File: config.mk
export PLATFORM = sky130hd
export DESIGN_NAME = general_pin_config_and_monitor
export DESIGN_NICKNAME = d
export VERILOG_FILES = /design/src/core/pin_cfg_pkg.sv /design/src/core/general_pin_config_and_monitor.sv /design/src/core/in2_role_decode.sv /design/src/core/level_sync.sv
export VERILOG_INCLUDE_DIRS = /design/src /design/src/core
export SDC_FILE = /design/constraint.sdc
export NUM_CORES = 1
export LEC_CHECK = 0
export ABC_CLOCK_PERIOD_IN_PS = 2000
export BUFFER_PORTS_ARGS = -buffer_cell sky130_fd_sc_hd__buf_2
export CORE_MARGIN = 3
export CORE_UTILIZATION = 49
export DETAILED_ROUTE_END_ITERATION = 16
export PLACE_DENSITY = 0.83
export SETUP_SLACK_MARGIN = 0.02
export SYNTH_ARGS = -nofsm -noshare
export SYNTH_HDL_FRONTEND = slang
export SYNTH_SLANG_ARGS = --single-unit
File: constraint.sdc
create_clock -name clk_sys -period 2 [get_ports clk_sys]
set_clock_uncertainty 0.2 [all_clocks]
set_input_delay 0.6 -clock clk_sys [delete_from_list [all_inputs] [get_ports clk_sys]]
set_output_delay 0.6 -clock clk_sys [all_outputs]
set_load 0.01 [all_outputs]
File: src/core/pin_cfg_consts.svh
// Purpose: offsets, field positions, reset values and codes of the pin registers
// Assumes: 8-bit register space reached through the device control port
// Notes: definitions only
`ifndef PIN_CFG_CONSTS_SVH
`define PIN_CFG_CONSTS_SVH
`define ADDR_IN2_FUNC 8'h25
`define ADDR_OUT_LEVELS 8'h26
`define ADDR_LEVEL_MON 8'h27
`define RST_IN2_FUNC 8'h00
`define RST_OUT_LEVELS 8'h00
`define RST_LEVEL_MON 8'h00
`define IN2_FUNC_MSB 7
`define IN2_FUNC_LSB 4
`define OUT_B1_POS 7
`define OUT_B2_POS 6
`define OUT_B3_POS 5
`define MON_B1_POS 7
`define MON_B2_POS 6
`define MON_B3_POS 5
`define MON_I1_POS 4
`define MON_I2_POS 3
`define OUT_LEVELS_MASK 8'he0
`define IN2_FUNC_MASK 8'hf0
`define MON_MASK 8'hf8
`define FUNC_DISABLED 4'h0
`define FUNC_GPO 4'h1
`define FUNC_POWER_DOWN 4'h7
`define FUNC_MIC_BIAS 4'h8
`define FUNC_GPI 4'h9
`define FUNC_MCLK 4'ha
`define FUNC_CHAIN_DIN 4'hb
`define FUNC_PDM_A 4'he
`define FUNC_PDM_B 4'hf
`endif

File: src/core/pin_cfg_pkg.sv
// Purpose: shared types of the general pin block
// Assumes: codes live in pin_cfg_consts.svh
// Notes: role type is one-hot, one bit per role of the second input pin; both pdm codes share the pdm bit
package pin_cfg_pkg;
  typedef logic [3:0] func_code_t;
  typedef enum logic [6:0] {
    ROLE_OFF = 7'h01,
    ROLE_PDOWN = 7'h02,
    ROLE_BIAS = 7'h04,
    ROLE_GPI = 7'h08,
    ROLE_MCLK = 7'h10,
    ROLE_CHAIN = 7'h20,
    ROLE_PDM = 7'h40
  } in2_role_e;
endpackage

File: src/core/general_pin_config_and_monitor.sv
// Purpose: general pin function select, output levels and level monitor registers
// Assumes: register port is a simple synchronous strobe interface from the control port
// Notes: other pin configuration fields are inputs from elsewhere in the device
// How it works
// function field is bits 7:4; code 0 leaves second input pin unattached
// code 7 makes the pin a power-down input for all channels
// code 8 makes the pin switch microphone bias on and off
// code 9 makes the pin a general input readable in the monitor
// code 10 takes the master clock from the pin
// code 11 makes the pin the daisy-chain serial data input
// code 14 carries pulse-density data for channels five and six
// code 15 carries pulse-density data for channels seven and eight
// software must not write codes 1 to 6, 12 or 13
// output register bit 7 sets first bidirectional pin output level
// output register bit 6 sets second bidirectional pin output level
// output register bit 5 sets third bidirectional pin output level
// monitor bit 7 returns first bidirectional pin input level
// monitor bit 6 returns second bidirectional pin input level
// monitor bit 5 returns third bidirectional pin input level
// monitor bit 4 returns first input-only pin level when general input
// monitor bit 3 returns second input-only pin level when general input
// reserved bits read zero; software writes only zero there
// bidirectional pin drives its output level only with function code 1
// monitored levels pass a two-flop synchroniser before the monitor
`timescale 1ns/10ps
`default_nettype none
`include "pin_cfg_consts.svh"
module general_pin_config_and_monitor (
  input wire logic clk_sys, // register clock, 10 MHz
  input wire logic resetn, // async reset, active low
  input wire logic clk_en, // freezes all state when low
  input wire logic reg_wr, // register write strobe
  input wire logic reg_rd, // register read strobe
  input wire logic [7:0] reg_addr, // register address
  input wire logic [7:0] reg_wdata, // write data
  output logic [7:0] reg_rdata, // read data, registered
  output logic reg_hit, // address decodes to this block
  input wire pin_cfg_pkg::func_code_t bidir_one_func, // function field of first bidir pin
  input wire pin_cfg_pkg::func_code_t bidir_two_func, // function field of second bidir pin
  input wire pin_cfg_pkg::func_code_t bidir_three_func, // function field of third bidir pin
  input wire pin_cfg_pkg::func_code_t input_one_func, // function field of first input pin
  input wire logic bidir_pin_one_i, // first bidir pin level in
  output logic bidir_pin_one_o, // first bidir pin level out
  output logic bidir_pin_one_oe, // first bidir pin drive enable
  input wire logic bidir_pin_two_i, // second bidir pin level in
  output logic bidir_pin_two_o, // second bidir pin level out
  output logic bidir_pin_two_oe, // second bidir pin drive enable
  input wire logic bidir_pin_three_i, // third bidir pin level in
  output logic bidir_pin_three_o, // third bidir pin level out
  output logic bidir_pin_three_oe, // third bidir pin drive enable
  input wire logic input_only_pin_one, // first input-only pin
  input wire logic input_only_pin_two, // second input-only pin
  output logic all_channel_power_down, // power down request to all converters
  output logic mic_bias_switch, // microphone bias enable from pin
  output logic mic_bias_ctrl_sel, // pin owns microphone bias control
  output logic mclk_from_pin_sel, // master clock taken from pin
  output logic chain_serial_data_in, // daisy-chain serial data
  output logic chain_data_sel, // chain input routed from pin
  output logic pulse_density_data_a, // pdm data for channels 5 and 6
  output logic pulse_density_data_b, // pdm data for channels 7 and 8
  output logic pdm_a_sel, // pdm a routed from pin
  output logic pdm_b_sel, // pdm b routed from pin
  output logic mclk_pin // raw pin to the clock tree
);
  import pin_cfg_pkg::*;

  logic [7:0] in2_func_reg;
  logic [7:0] out_levels_reg;
  logic [7:0] level_mon;
  logic [4:0] sync_levels;
  logic [4:0] raw_levels;
  func_code_t in2_code;
  in2_role_e in2_role;
  logic [3:0] in1_code_q;

  // true when a bidir function field selects plain output
  function automatic logic is_gpo(input func_code_t c);
    return c == `FUNC_GPO;
  endfunction

  // true when a function field selects plain input
  function automatic logic is_gpi(input func_code_t c);
    return c == `FUNC_GPI;
  endfunction

  assign in2_code = in2_func_reg[`IN2_FUNC_MSB:`IN2_FUNC_LSB];

  in2_role_decode u_decode (
    .code(in2_code),
    .role(in2_role)
  );

  // register writes; reserved bits are masked so they always hold zero
  always_ff @(posedge clk_sys or negedge resetn) begin
    if (!resetn) begin
      in2_func_reg <= `RST_IN2_FUNC;
      out_levels_reg <= `RST_OUT_LEVELS;
    end else if (clk_en && reg_wr) begin
      if (reg_addr == `ADDR_IN2_FUNC)
        in2_func_reg <= reg_wdata & `IN2_FUNC_MASK;
      if (reg_addr == `ADDR_OUT_LEVELS)
        out_levels_reg <= reg_wdata & `OUT_LEVELS_MASK;
    end
  end

  // second input pin level is used raw by the data and clock functions; no extra delay on data paths
  assign raw_levels = {bidir_pin_one_i, bidir_pin_two_i, bidir_pin_three_i,
                       input_only_pin_one, input_only_pin_two};

  level_sync #(.W(5)) u_sync (
    .clk_sys(clk_sys),
    .resetn(resetn),
    .clk_en(clk_en),
    .d(raw_levels),
    .q(sync_levels)
  );

  // function field of first input pin taken as a register stage
  always_ff @(posedge clk_sys or negedge resetn) begin
    if (!resetn) begin
      in1_code_q <= `FUNC_DISABLED;
    end else if (clk_en) begin
      in1_code_q <= input_one_func;
    end
  end

  // monitor: each bit shows its pin only while that pin is a general input
  always_comb begin
    level_mon = `RST_LEVEL_MON;
    level_mon[`MON_B1_POS] = sync_levels[4] & is_gpi(bidir_one_func);
    level_mon[`MON_B2_POS] = sync_levels[3] & is_gpi(bidir_two_func);
    level_mon[`MON_B3_POS] = sync_levels[2] & is_gpi(bidir_three_func);
    level_mon[`MON_I1_POS] = sync_levels[1] & is_gpi(in1_code_q);
    level_mon[`MON_I2_POS] = sync_levels[0] & (in2_role == ROLE_GPI);
  end

  // read mux; unmapped offsets in this block read zero
  always_ff @(posedge clk_sys or negedge resetn) begin
    if (!resetn) begin
      reg_rdata <= 8'h00;
    end else if (clk_en && reg_rd) begin
      unique case (reg_addr)
        `ADDR_IN2_FUNC: reg_rdata <= in2_func_reg & `IN2_FUNC_MASK;
        `ADDR_OUT_LEVELS: reg_rdata <= out_levels_reg & `OUT_LEVELS_MASK;
        `ADDR_LEVEL_MON: reg_rdata <= level_mon & `MON_MASK;
        default: reg_rdata <= 8'h00;
      endcase
    end
  end

  assign reg_hit = (reg_addr == `ADDR_IN2_FUNC) || (reg_addr == `ADDR_OUT_LEVELS) ||
                   (reg_addr == `ADDR_LEVEL_MON);

  // bidir drivers; a pin is released unless its field selects plain output
  assign bidir_pin_one_o = out_levels_reg[`OUT_B1_POS];
  assign bidir_pin_two_o = out_levels_reg[`OUT_B2_POS];
  assign bidir_pin_three_o = out_levels_reg[`OUT_B3_POS];
  assign bidir_pin_one_oe = is_gpo(bidir_one_func);
  assign bidir_pin_two_oe = is_gpo(bidir_two_func);
  assign bidir_pin_three_oe = is_gpo(bidir_three_func);

  // control functions use the synchronised level to avoid glitchy power events
  always_ff @(posedge clk_sys or negedge resetn) begin
    if (!resetn) begin
      all_channel_power_down <= 1'b0;
      mic_bias_switch <= 1'b0;
    end else if (clk_en) begin
      all_channel_power_down <= (in2_role == ROLE_PDOWN) & sync_levels[0];
      mic_bias_switch <= (in2_role == ROLE_BIAS) & sync_levels[0];
    end
  end
  assign mic_bias_ctrl_sel = (in2_role == ROLE_BIAS);

  // data and clock functions route the raw pin; sampling would alias fast signals
  assign mclk_from_pin_sel = (in2_role == ROLE_MCLK);
  assign mclk_pin = mclk_from_pin_sel & input_only_pin_two;
  assign chain_data_sel = (in2_role == ROLE_CHAIN);
  assign chain_serial_data_in = chain_data_sel & input_only_pin_two;
  assign pdm_a_sel = (in2_code == `FUNC_PDM_A);
  assign pdm_b_sel = (in2_code == `FUNC_PDM_B);
  assign pulse_density_data_a = pdm_a_sel & input_only_pin_two;
  assign pulse_density_data_b = pdm_b_sel & input_only_pin_two;

  // assertions
  reserved_cfg_zero_a: assert property (@(posedge clk_sys) disable iff (!resetn)
    in2_func_reg[3:0] == 4'h0 && out_levels_reg[4:0] == 5'h00)
    else $error("reserved bits hold nonzero value");
  disabled_quiet_a: assert property (@(posedge clk_sys) disable iff (!resetn)
    in2_code == `FUNC_DISABLED |-> !mclk_from_pin_sel && !chain_data_sel &&
    !pdm_a_sel && !pdm_b_sel && !mic_bias_ctrl_sel)
    else $error("disabled pin has a function");
  pdown_follow_a: assert property (@(posedge clk_sys) disable iff (!resetn)
    clk_en && in2_code == `FUNC_POWER_DOWN && $stable(in2_code) ##1 clk_en |->
    all_channel_power_down == $past(sync_levels[0]))
    else $error("power down does not follow pin");
  bias_follow_a: assert property (@(posedge clk_sys) disable iff (!resetn)
    clk_en && in2_code != `FUNC_MIC_BIAS |=> !mic_bias_switch)
    else $error("bias driven without bias function");
  gpi_mon_a: assert property (@(posedge clk_sys) disable iff (!resetn)
    in2_code != `FUNC_GPI |-> !level_mon[`MON_I2_POS])
    else $error("second input monitor shows while not general input");
  clk_route_a: assert property (@(posedge clk_sys) disable iff (!resetn)
    mclk_from_pin_sel |-> mclk_pin == input_only_pin_two)
    else $error("clock not routed from pin");
  out_write_a: assert property (@(posedge clk_sys) disable iff (!resetn)
    clk_en && reg_wr && reg_addr == `ADDR_OUT_LEVELS |=>
    bidir_pin_one_o == $past(reg_wdata[7]) && bidir_pin_three_o == $past(reg_wdata[5]))
    else $error("output level not taken from write");
  drive_gate_a: assert property (@(posedge clk_sys) disable iff (!resetn)
    bidir_pin_two_oe |-> bidir_two_func == `FUNC_GPO)
    else $error("pin driven without output function");
  mon_sync_a: assert property (@(posedge clk_sys) disable iff (!resetn)
    clk_en ##1 clk_en ##1 (clk_en && is_gpi(bidir_one_func)) |->
    level_mon[`MON_B1_POS] == $past(bidir_pin_one_i, 2))
    else $error("monitor not two stages behind pin");
  pdm_route_a: assert property (@(posedge clk_sys) disable iff (!resetn)
    pdm_b_sel |-> pulse_density_data_b == input_only_pin_two && !pdm_a_sel)
    else $error("pdm b not routed");
  gpi_cov_c: cover property (@(posedge clk_sys) disable iff (!resetn)
    in2_role == ROLE_GPI && level_mon[`MON_I2_POS]);
  gpo_cov_c: cover property (@(posedge clk_sys) disable iff (!resetn)
    bidir_pin_one_oe && bidir_pin_one_o);
  pdown_cov_c: cover property (@(posedge clk_sys) disable iff (!resetn)
    all_channel_power_down);
  bias_cov_c: cover property (@(posedge clk_sys) disable iff (!resetn)
    mic_bias_switch);
  pdm_cov_c: cover property (@(posedge clk_sys) disable iff (!resetn)
    pulse_density_data_b);

  // register side: writes land next cycle, nothing moves otherwise
  func_write_a: assert property (@(posedge clk_sys) disable iff (!resetn)
    clk_en && reg_wr && reg_addr == `ADDR_IN2_FUNC |=> in2_code == $past(reg_wdata[7:4]))
    else $error("function field not taken from write");

  out_two_a: assert property (@(posedge clk_sys) disable iff (!resetn)
    clk_en && reg_wr && reg_addr == `ADDR_OUT_LEVELS |=>
    bidir_pin_two_o == $past(reg_wdata[6]))
    else $error("second output level not taken from write");

  out_hold_a: assert property (@(posedge clk_sys) disable iff (!resetn)
    !(clk_en && reg_wr && reg_addr == `ADDR_OUT_LEVELS) |=> $stable(out_levels_reg))
    else $error("output levels changed without write");

  freeze_a: assert property (@(posedge clk_sys) disable iff (!resetn)
    !clk_en |=> $stable(in2_func_reg) && $stable(out_levels_reg) && $stable(reg_rdata))
    else $error("state moved while clock enable low");

  rd_hold_a: assert property (@(posedge clk_sys) disable iff (!resetn)
    !(clk_en && reg_rd) |=> $stable(reg_rdata))
    else $error("read data changed without read");

  rdata_rsv_a: assert property (@(posedge clk_sys) disable iff (!resetn)
    clk_en && reg_rd |=> reg_rdata[2:0] == 3'h0)
    else $error("reserved read bits nonzero");

  mon_rsv_a: assert property (@(posedge clk_sys) disable iff (!resetn)
    level_mon[2:0] == 3'h0)
    else $error("reserved monitor bits nonzero");

  // monitor bits stay quiet unless their pin is a general input
  mon_b1_off_a: assert property (@(posedge clk_sys) disable iff (!resetn)
    !is_gpi(bidir_one_func) |-> !level_mon[`MON_B1_POS])
    else $error("first bidir monitor shows while not input");

  mon_b2_off_a: assert property (@(posedge clk_sys) disable iff (!resetn)
    !is_gpi(bidir_two_func) |-> !level_mon[`MON_B2_POS])
    else $error("second bidir monitor shows while not input");

  mon_b3_off_a: assert property (@(posedge clk_sys) disable iff (!resetn)
    !is_gpi(bidir_three_func) |-> !level_mon[`MON_B3_POS])
    else $error("third bidir monitor shows while not input");

  mon_i1_off_a: assert property (@(posedge clk_sys) disable iff (!resetn)
    !is_gpi(in1_code_q) |-> !level_mon[`MON_I1_POS])
    else $error("first input monitor shows while not input");

  // monitor bits follow their pin two enabled edges late
  mon_b2_sync_a: assert property (@(posedge clk_sys) disable iff (!resetn)
    clk_en ##1 clk_en ##1 (clk_en && is_gpi(bidir_two_func)) |->
    level_mon[`MON_B2_POS] == $past(bidir_pin_two_i, 2))
    else $error("second bidir monitor not two stages behind pin");

  mon_b3_sync_a: assert property (@(posedge clk_sys) disable iff (!resetn)
    clk_en ##1 clk_en ##1 (clk_en && is_gpi(bidir_three_func)) |->
    level_mon[`MON_B3_POS] == $past(bidir_pin_three_i, 2))
    else $error("third bidir monitor not two stages behind pin");

  mon_i1_sync_a: assert property (@(posedge clk_sys) disable iff (!resetn)
    clk_en ##1 clk_en ##1 (clk_en && is_gpi(in1_code_q)) |->
    level_mon[`MON_I1_POS] == $past(input_only_pin_one, 2))
    else $error("first input monitor not two stages behind pin");

  mon_i2_sync_a: assert property (@(posedge clk_sys) disable iff (!resetn)
    clk_en ##1 clk_en ##1 (clk_en && in2_role == ROLE_GPI) |->
    level_mon[`MON_I2_POS] == $past(input_only_pin_two, 2))
    else $error("second input monitor not two stages behind pin");

  gpi_role_a: assert property (@(posedge clk_sys) disable iff (!resetn)
    in2_role == ROLE_GPI |-> level_mon[`MON_I2_POS] == sync_levels[0])
    else $error("general input level not in monitor");

  // drive enables follow the output function only
  drive_one_a: assert property (@(posedge clk_sys) disable iff (!resetn)
    bidir_pin_one_oe == is_gpo(bidir_one_func))
    else $error("first pin drive enable wrong");

  drive_three_a: assert property (@(posedge clk_sys) disable iff (!resetn)
    bidir_pin_three_oe == is_gpo(bidir_three_func))
    else $error("third pin drive enable wrong");

  // control functions of the second input pin
  pdown_off_a: assert property (@(posedge clk_sys) disable iff (!resetn)
    clk_en && in2_role != ROLE_PDOWN |=> !all_channel_power_down)
    else $error("power down without power down function");

  bias_on_a: assert property (@(posedge clk_sys) disable iff (!resetn)
    clk_en && in2_role == ROLE_BIAS |=> mic_bias_switch == $past(sync_levels[0]))
    else $error("bias does not follow pin");

  // raw routes are gated off when not selected
  clk_quiet_a: assert property (@(posedge clk_sys) disable iff (!resetn)
    !mclk_from_pin_sel |-> !mclk_pin)
    else $error("clock leaks without clock function");

  chain_route_a: assert property (@(posedge clk_sys) disable iff (!resetn)
    chain_data_sel |-> chain_serial_data_in == input_only_pin_two)
    else $error("chain data not routed");

  chain_quiet_a: assert property (@(posedge clk_sys) disable iff (!resetn)
    !chain_data_sel |-> !chain_serial_data_in)
    else $error("chain data leaks without chain function");

  pdm_a_route_a: assert property (@(posedge clk_sys) disable iff (!resetn)
    pdm_a_sel |-> pulse_density_data_a == input_only_pin_two && !pdm_b_sel)
    else $error("pdm a not routed");

  pdm_a_quiet_a: assert property (@(posedge clk_sys) disable iff (!resetn)
    !pdm_a_sel |-> !pulse_density_data_a)
    else $error("pdm a leaks without its function");
endmodule
`default_nettype wire

File: src/core/in2_role_decode.sv
// Purpose: decodes the second input pin function code into a one-hot role
// Assumes: reserved codes map to off
// Notes: purely combinational
`timescale 1ns/10ps
`default_nettype none
`include "pin_cfg_consts.svh"
module in2_role_decode (
  input wire pin_cfg_pkg::func_code_t code, // function field
  output pin_cfg_pkg::in2_role_e role // decoded role
);
  import pin_cfg_pkg::*;
  // reserved codes behave as disabled so nothing is attached to the pin
  always_comb begin
    unique case (code)
      `FUNC_POWER_DOWN: role = ROLE_PDOWN;
      `FUNC_MIC_BIAS: role = ROLE_BIAS;
      `FUNC_GPI: role = ROLE_GPI;
      `FUNC_MCLK: role = ROLE_MCLK;
      `FUNC_CHAIN_DIN: role = ROLE_CHAIN;
      `FUNC_PDM_A, `FUNC_PDM_B: role = ROLE_PDM;
      default: role = ROLE_OFF;
    endcase
  end
endmodule
`default_nettype wire

File: src/core/level_sync.sv
// Purpose: two-stage synchroniser for a group of pin levels
// Assumes: one clock, clock enable freezes both stages
// Notes: first stage feeds only the second
`timescale 1ns/10ps
`default_nettype none
module level_sync #(parameter int W = 5) (
  input wire logic clk_sys, // register clock
  input wire logic resetn, // async reset, active low
  input wire logic clk_en, // freezes state when low
  input wire logic [W-1:0] d, // raw pin levels
  output logic [W-1:0] q // synchronised levels
);
  logic [W-1:0] meta_reg;
  // two flops, metastability settles in the first
  always_ff @(posedge clk_sys or negedge resetn) begin
    if (!resetn) begin
      meta_reg <= '0;
      q <= '0;
    end else if (clk_en) begin
      meta_reg <= d;
      q <= meta_reg;
    end
  end
endmodule
`default_nettype wire

==> results.md <==
* Outcome: finished with violations
* Failing checks: negative setup slack
* Worst-margin pin slew at 0.613 ns
* Slew HR at 59.2%
* Critical path's slowest cell: or3b_4
* #FFs+latches synth at 28
* Area share of the largest cell type after synthesis at 50.6%
* Top_reg_cell synth: dfrtp_1
* Fill cells at 185
* Crit path launch type: input port
* Fmax at 0.473 GHz
* Ant diodes at 0
* Layout Nets at 241
* First-pass GRT wire length at 5.72 mm
* Cells after DPL at 214
* Largest net degree at the start of global routing at 29
* Sum Neg Setup Slack at -0.650 ns
* Internal power at 808 uW
* FF-to-FF path depth at 5
* Initial drt markers at 14
* Pins over their slew limit at 0
* Overall Global Routing Usage at 21.4%
* IO Pins at 68
* Part of the cycle the worst path needs at 106%
* Placed cell areas at 1740 um^2
* Detail Route Antenna Nets at 0
* Endpoints failing hold at 0
* TritonCTS sink count at 28
* TritonRoute pass-1 iters at 4
* DP HPWL at 2.70 mm
* Drc violations at 0
* Core area at 2590 um^2
* Net Sw Frac at 24.6%
* Post-synth cell types at 37
* Vias in the first global route at 1253
* FFs w/ async S/R, synth at 100%
* Die extent in y at 59.2 um
* WS Path Type: input port to output port
* Maximum cell stage delay along the critical path at 0.38 ns
* Area Growth Syn to Fin at 42.3%
* Number of synthesized flops with an enable pin at 0
* Post-DR vias/cell at 5.40
* Clock Root Buffer: clkbuf_4
* Total Power at 1.07 mW
* Die W at 59.2 um
* Worst Hold Margin at 0.0601 ns
* Hold crit path type: input port to asynchronous set/reset pin
* Final setup fails at 7
* I/O Buffers at 60
* CTS tree: built
* Syn_area_per_cell at 11.4 um^2
* CTS clk-pin slew, worst paths at 0.14 ns
* Post-layout util at 76.1%
* Seq/Total Area, Yosys at 50.6%
* Sequential Power Share at 58.7%
* Peak VDD IR at 576 uV
* GPL Wtd Cong at 0.868
* Worst Setup EP: bidir_pin_two_oe
* Syn Std Cell Area at 1390 um^2
* Initial core utilization at 53.5%
* CP Capture Type: output port
* CTS Buf Count at 3
* Most frequent cell after synthesis: dfrtp_1
* FF-to-FF Start: in2_func_reg[5]
* Pwr Density at 543 nW/um^2
* Cell taking the most area after synthesis: dfrtp_1
* Dpl ws at -0.134 ns
* Clock buffer depth at 2
* Req. time, crit path at 1.20 ns
* Yosys synthesis warning count at 0
* Die area at 3500 um^2
* Psw at 263 uW
* CP arrival at 1.31 ns
* Final worst slack at -0.113 ns
* FF-to-FF End: reg_rdata[5]
* Fin area at 1970 um^2
* WL per Instance at 16.0 um
* Leak at 1.00 nW
* Post-layout min period at 2.11 ns
* Critical-path maximum fanout at 2
* Logic gate share of total power at 15.6%
* Worst skew pair latency at 0.33 ns
* Gr ovfl total at 0
* Clk network pwr share at 25.8%
* Rows at 18
* Synthesized instance count at 122
* Max-cap viol count at 0
* R2R Setup Slk at 0.54 ns
* Critical path, cell by cell: buf_6, or3b_4, nor2_1, buf_2
* Crit. Startpoint: bidir_two_func[2]
* Via count at 1232
* Drt total wl at 3.65 mm
* H-tree levels at 1
* Antenna violations before repair at 0
* Final Non-Filler Cells at 228
* Layout cell share with drive strength beyond 1 at 59.6%
* Post-synth top cells: 28 x dfrtp_1, 14 x mux2_2, 11 x nor2_1, 9 x nand2_1, 5 x o21ai_1
* RSZ-0062 raised after global routing: true
* Synth area leaders: dfrtp_1 51%, mux2_2 11%, mux2_4 4.3%
[cells in the final DEF, fill, tap and decap left out, types with 2 or more instances in the layout]
| cell | netlist | final |
|---|---|---|
| and2_1 | 2 | 2 |
| dfrtp_2 | 0 | 4 |
| nand3_1 | 4 | 4 |
| clkbuf_4 | 0 | 3 |
| nand4_1 | 4 | 4 |
| nor2_1 | 11 | 8 |
| and3_1 | 3 | 3 |
| mux2_1 | 3 | 3 |
| dfrtp_1 | 28 | 24 |
| inv_1 | 3 | 3 |
| buf_2 | 2 | 54 |
| buf_6 | 0 | 7 |
| nor2_4 | 0 | 2 |
| nand2b_4 | 0 | 2 |
| nand2_1 | 9 | 7 |
| buf_4 | 3 | 15 |
| o21ai_1 | 5 | 5 |
| a32oi_1 | 2 | 2 |
| conb_1 | 1 | 3 |
| nand3b_1 | 2 | 2 |
| mux2_4 | 4 | 4 |
| mux2_2 | 14 | 14 |
[cell type report]
type / instances / area [um^2] / area share (%)
Timing Repair Buffer: 76 / 462 / 23.4
Sequential cell: 28 / 706 / 35.8
Clock buffer: 4 / 36.3 / 1.84
Inverter: 4 / 15.0 / 0.762
Tap cell: 30 / 37.5 / 1.90
Multi-Input combinational cell: 86 / 714 / 36.3
[worst max-delay path: cells and delay by family]
| kind | cells | cell delay [ns] |
|---|---|---|
| buffers and inverters | 2 | 0.23 |
| and+or+nand+nor | 2 | 0.48 |
[worst min-delay path by stage]
stage	start	to	slack, ns	cells past startpoint
floorplan	resetn	all_channel_power_down	0.10	0
global placement	reg_rdata[3]	reg_rdata[3]	0.27	2
CTS	resetn	u_sync.q[2]	0.07	1
global route	resetn	u_sync.meta_reg[3]	0.08	1
detailed placement	reg_rdata[3]	reg_rdata[3]	0.29	2
finish	resetn	u_sync.meta_reg[1]	0.06	1
[power groups by stage]
stage / combinational, mW / clock [mW] / sequential [mW]
final: 0.167 / 0.276 / 0.628
after global routing: 0.182 / 0.303 / 0.632
after CTS: 0.159 / 0.282 / 0.628
after detailed placement: 0.143 / 0 / 0.638
after global placement: 0.136 / 0 / 0.635
after floorplan: 0.0728 / 0 / 0.631
[kinds of logic (layout without fill, tap and decap cells)]
family | count (synthesis) | in the layout | synth area share [%]
flops | 28 | 28 | 50.6
mux | 21 | 21 | 18.2
other cells | 1 | 3 | 0.271
simple gates | 50 | 50 | 21.6
buf+inv | 10 | 84 | 3.70
compound gates | 12 | 12 | 5.69
[layer usage]
metal | wire length (um) | global-route usage (%) | vias to the layer above
li1 | - | - | 582
met1 | 1420 | 24.7 | 602
met2 | 1980 | 38.6 | 38
met3 | 178 | 4.58 | 10
met4 | 68 | 7.44 | 0
met5 | 0 | 0 | -
[what timing repair did]
action	in CTS	in global routing
buffers inserted	7	3
hold buffers	0	0
endpoints found under the setup margin	12	13
pin swaps	7	4
resized for setup	24	4
(Power assumes the default switching activity.)
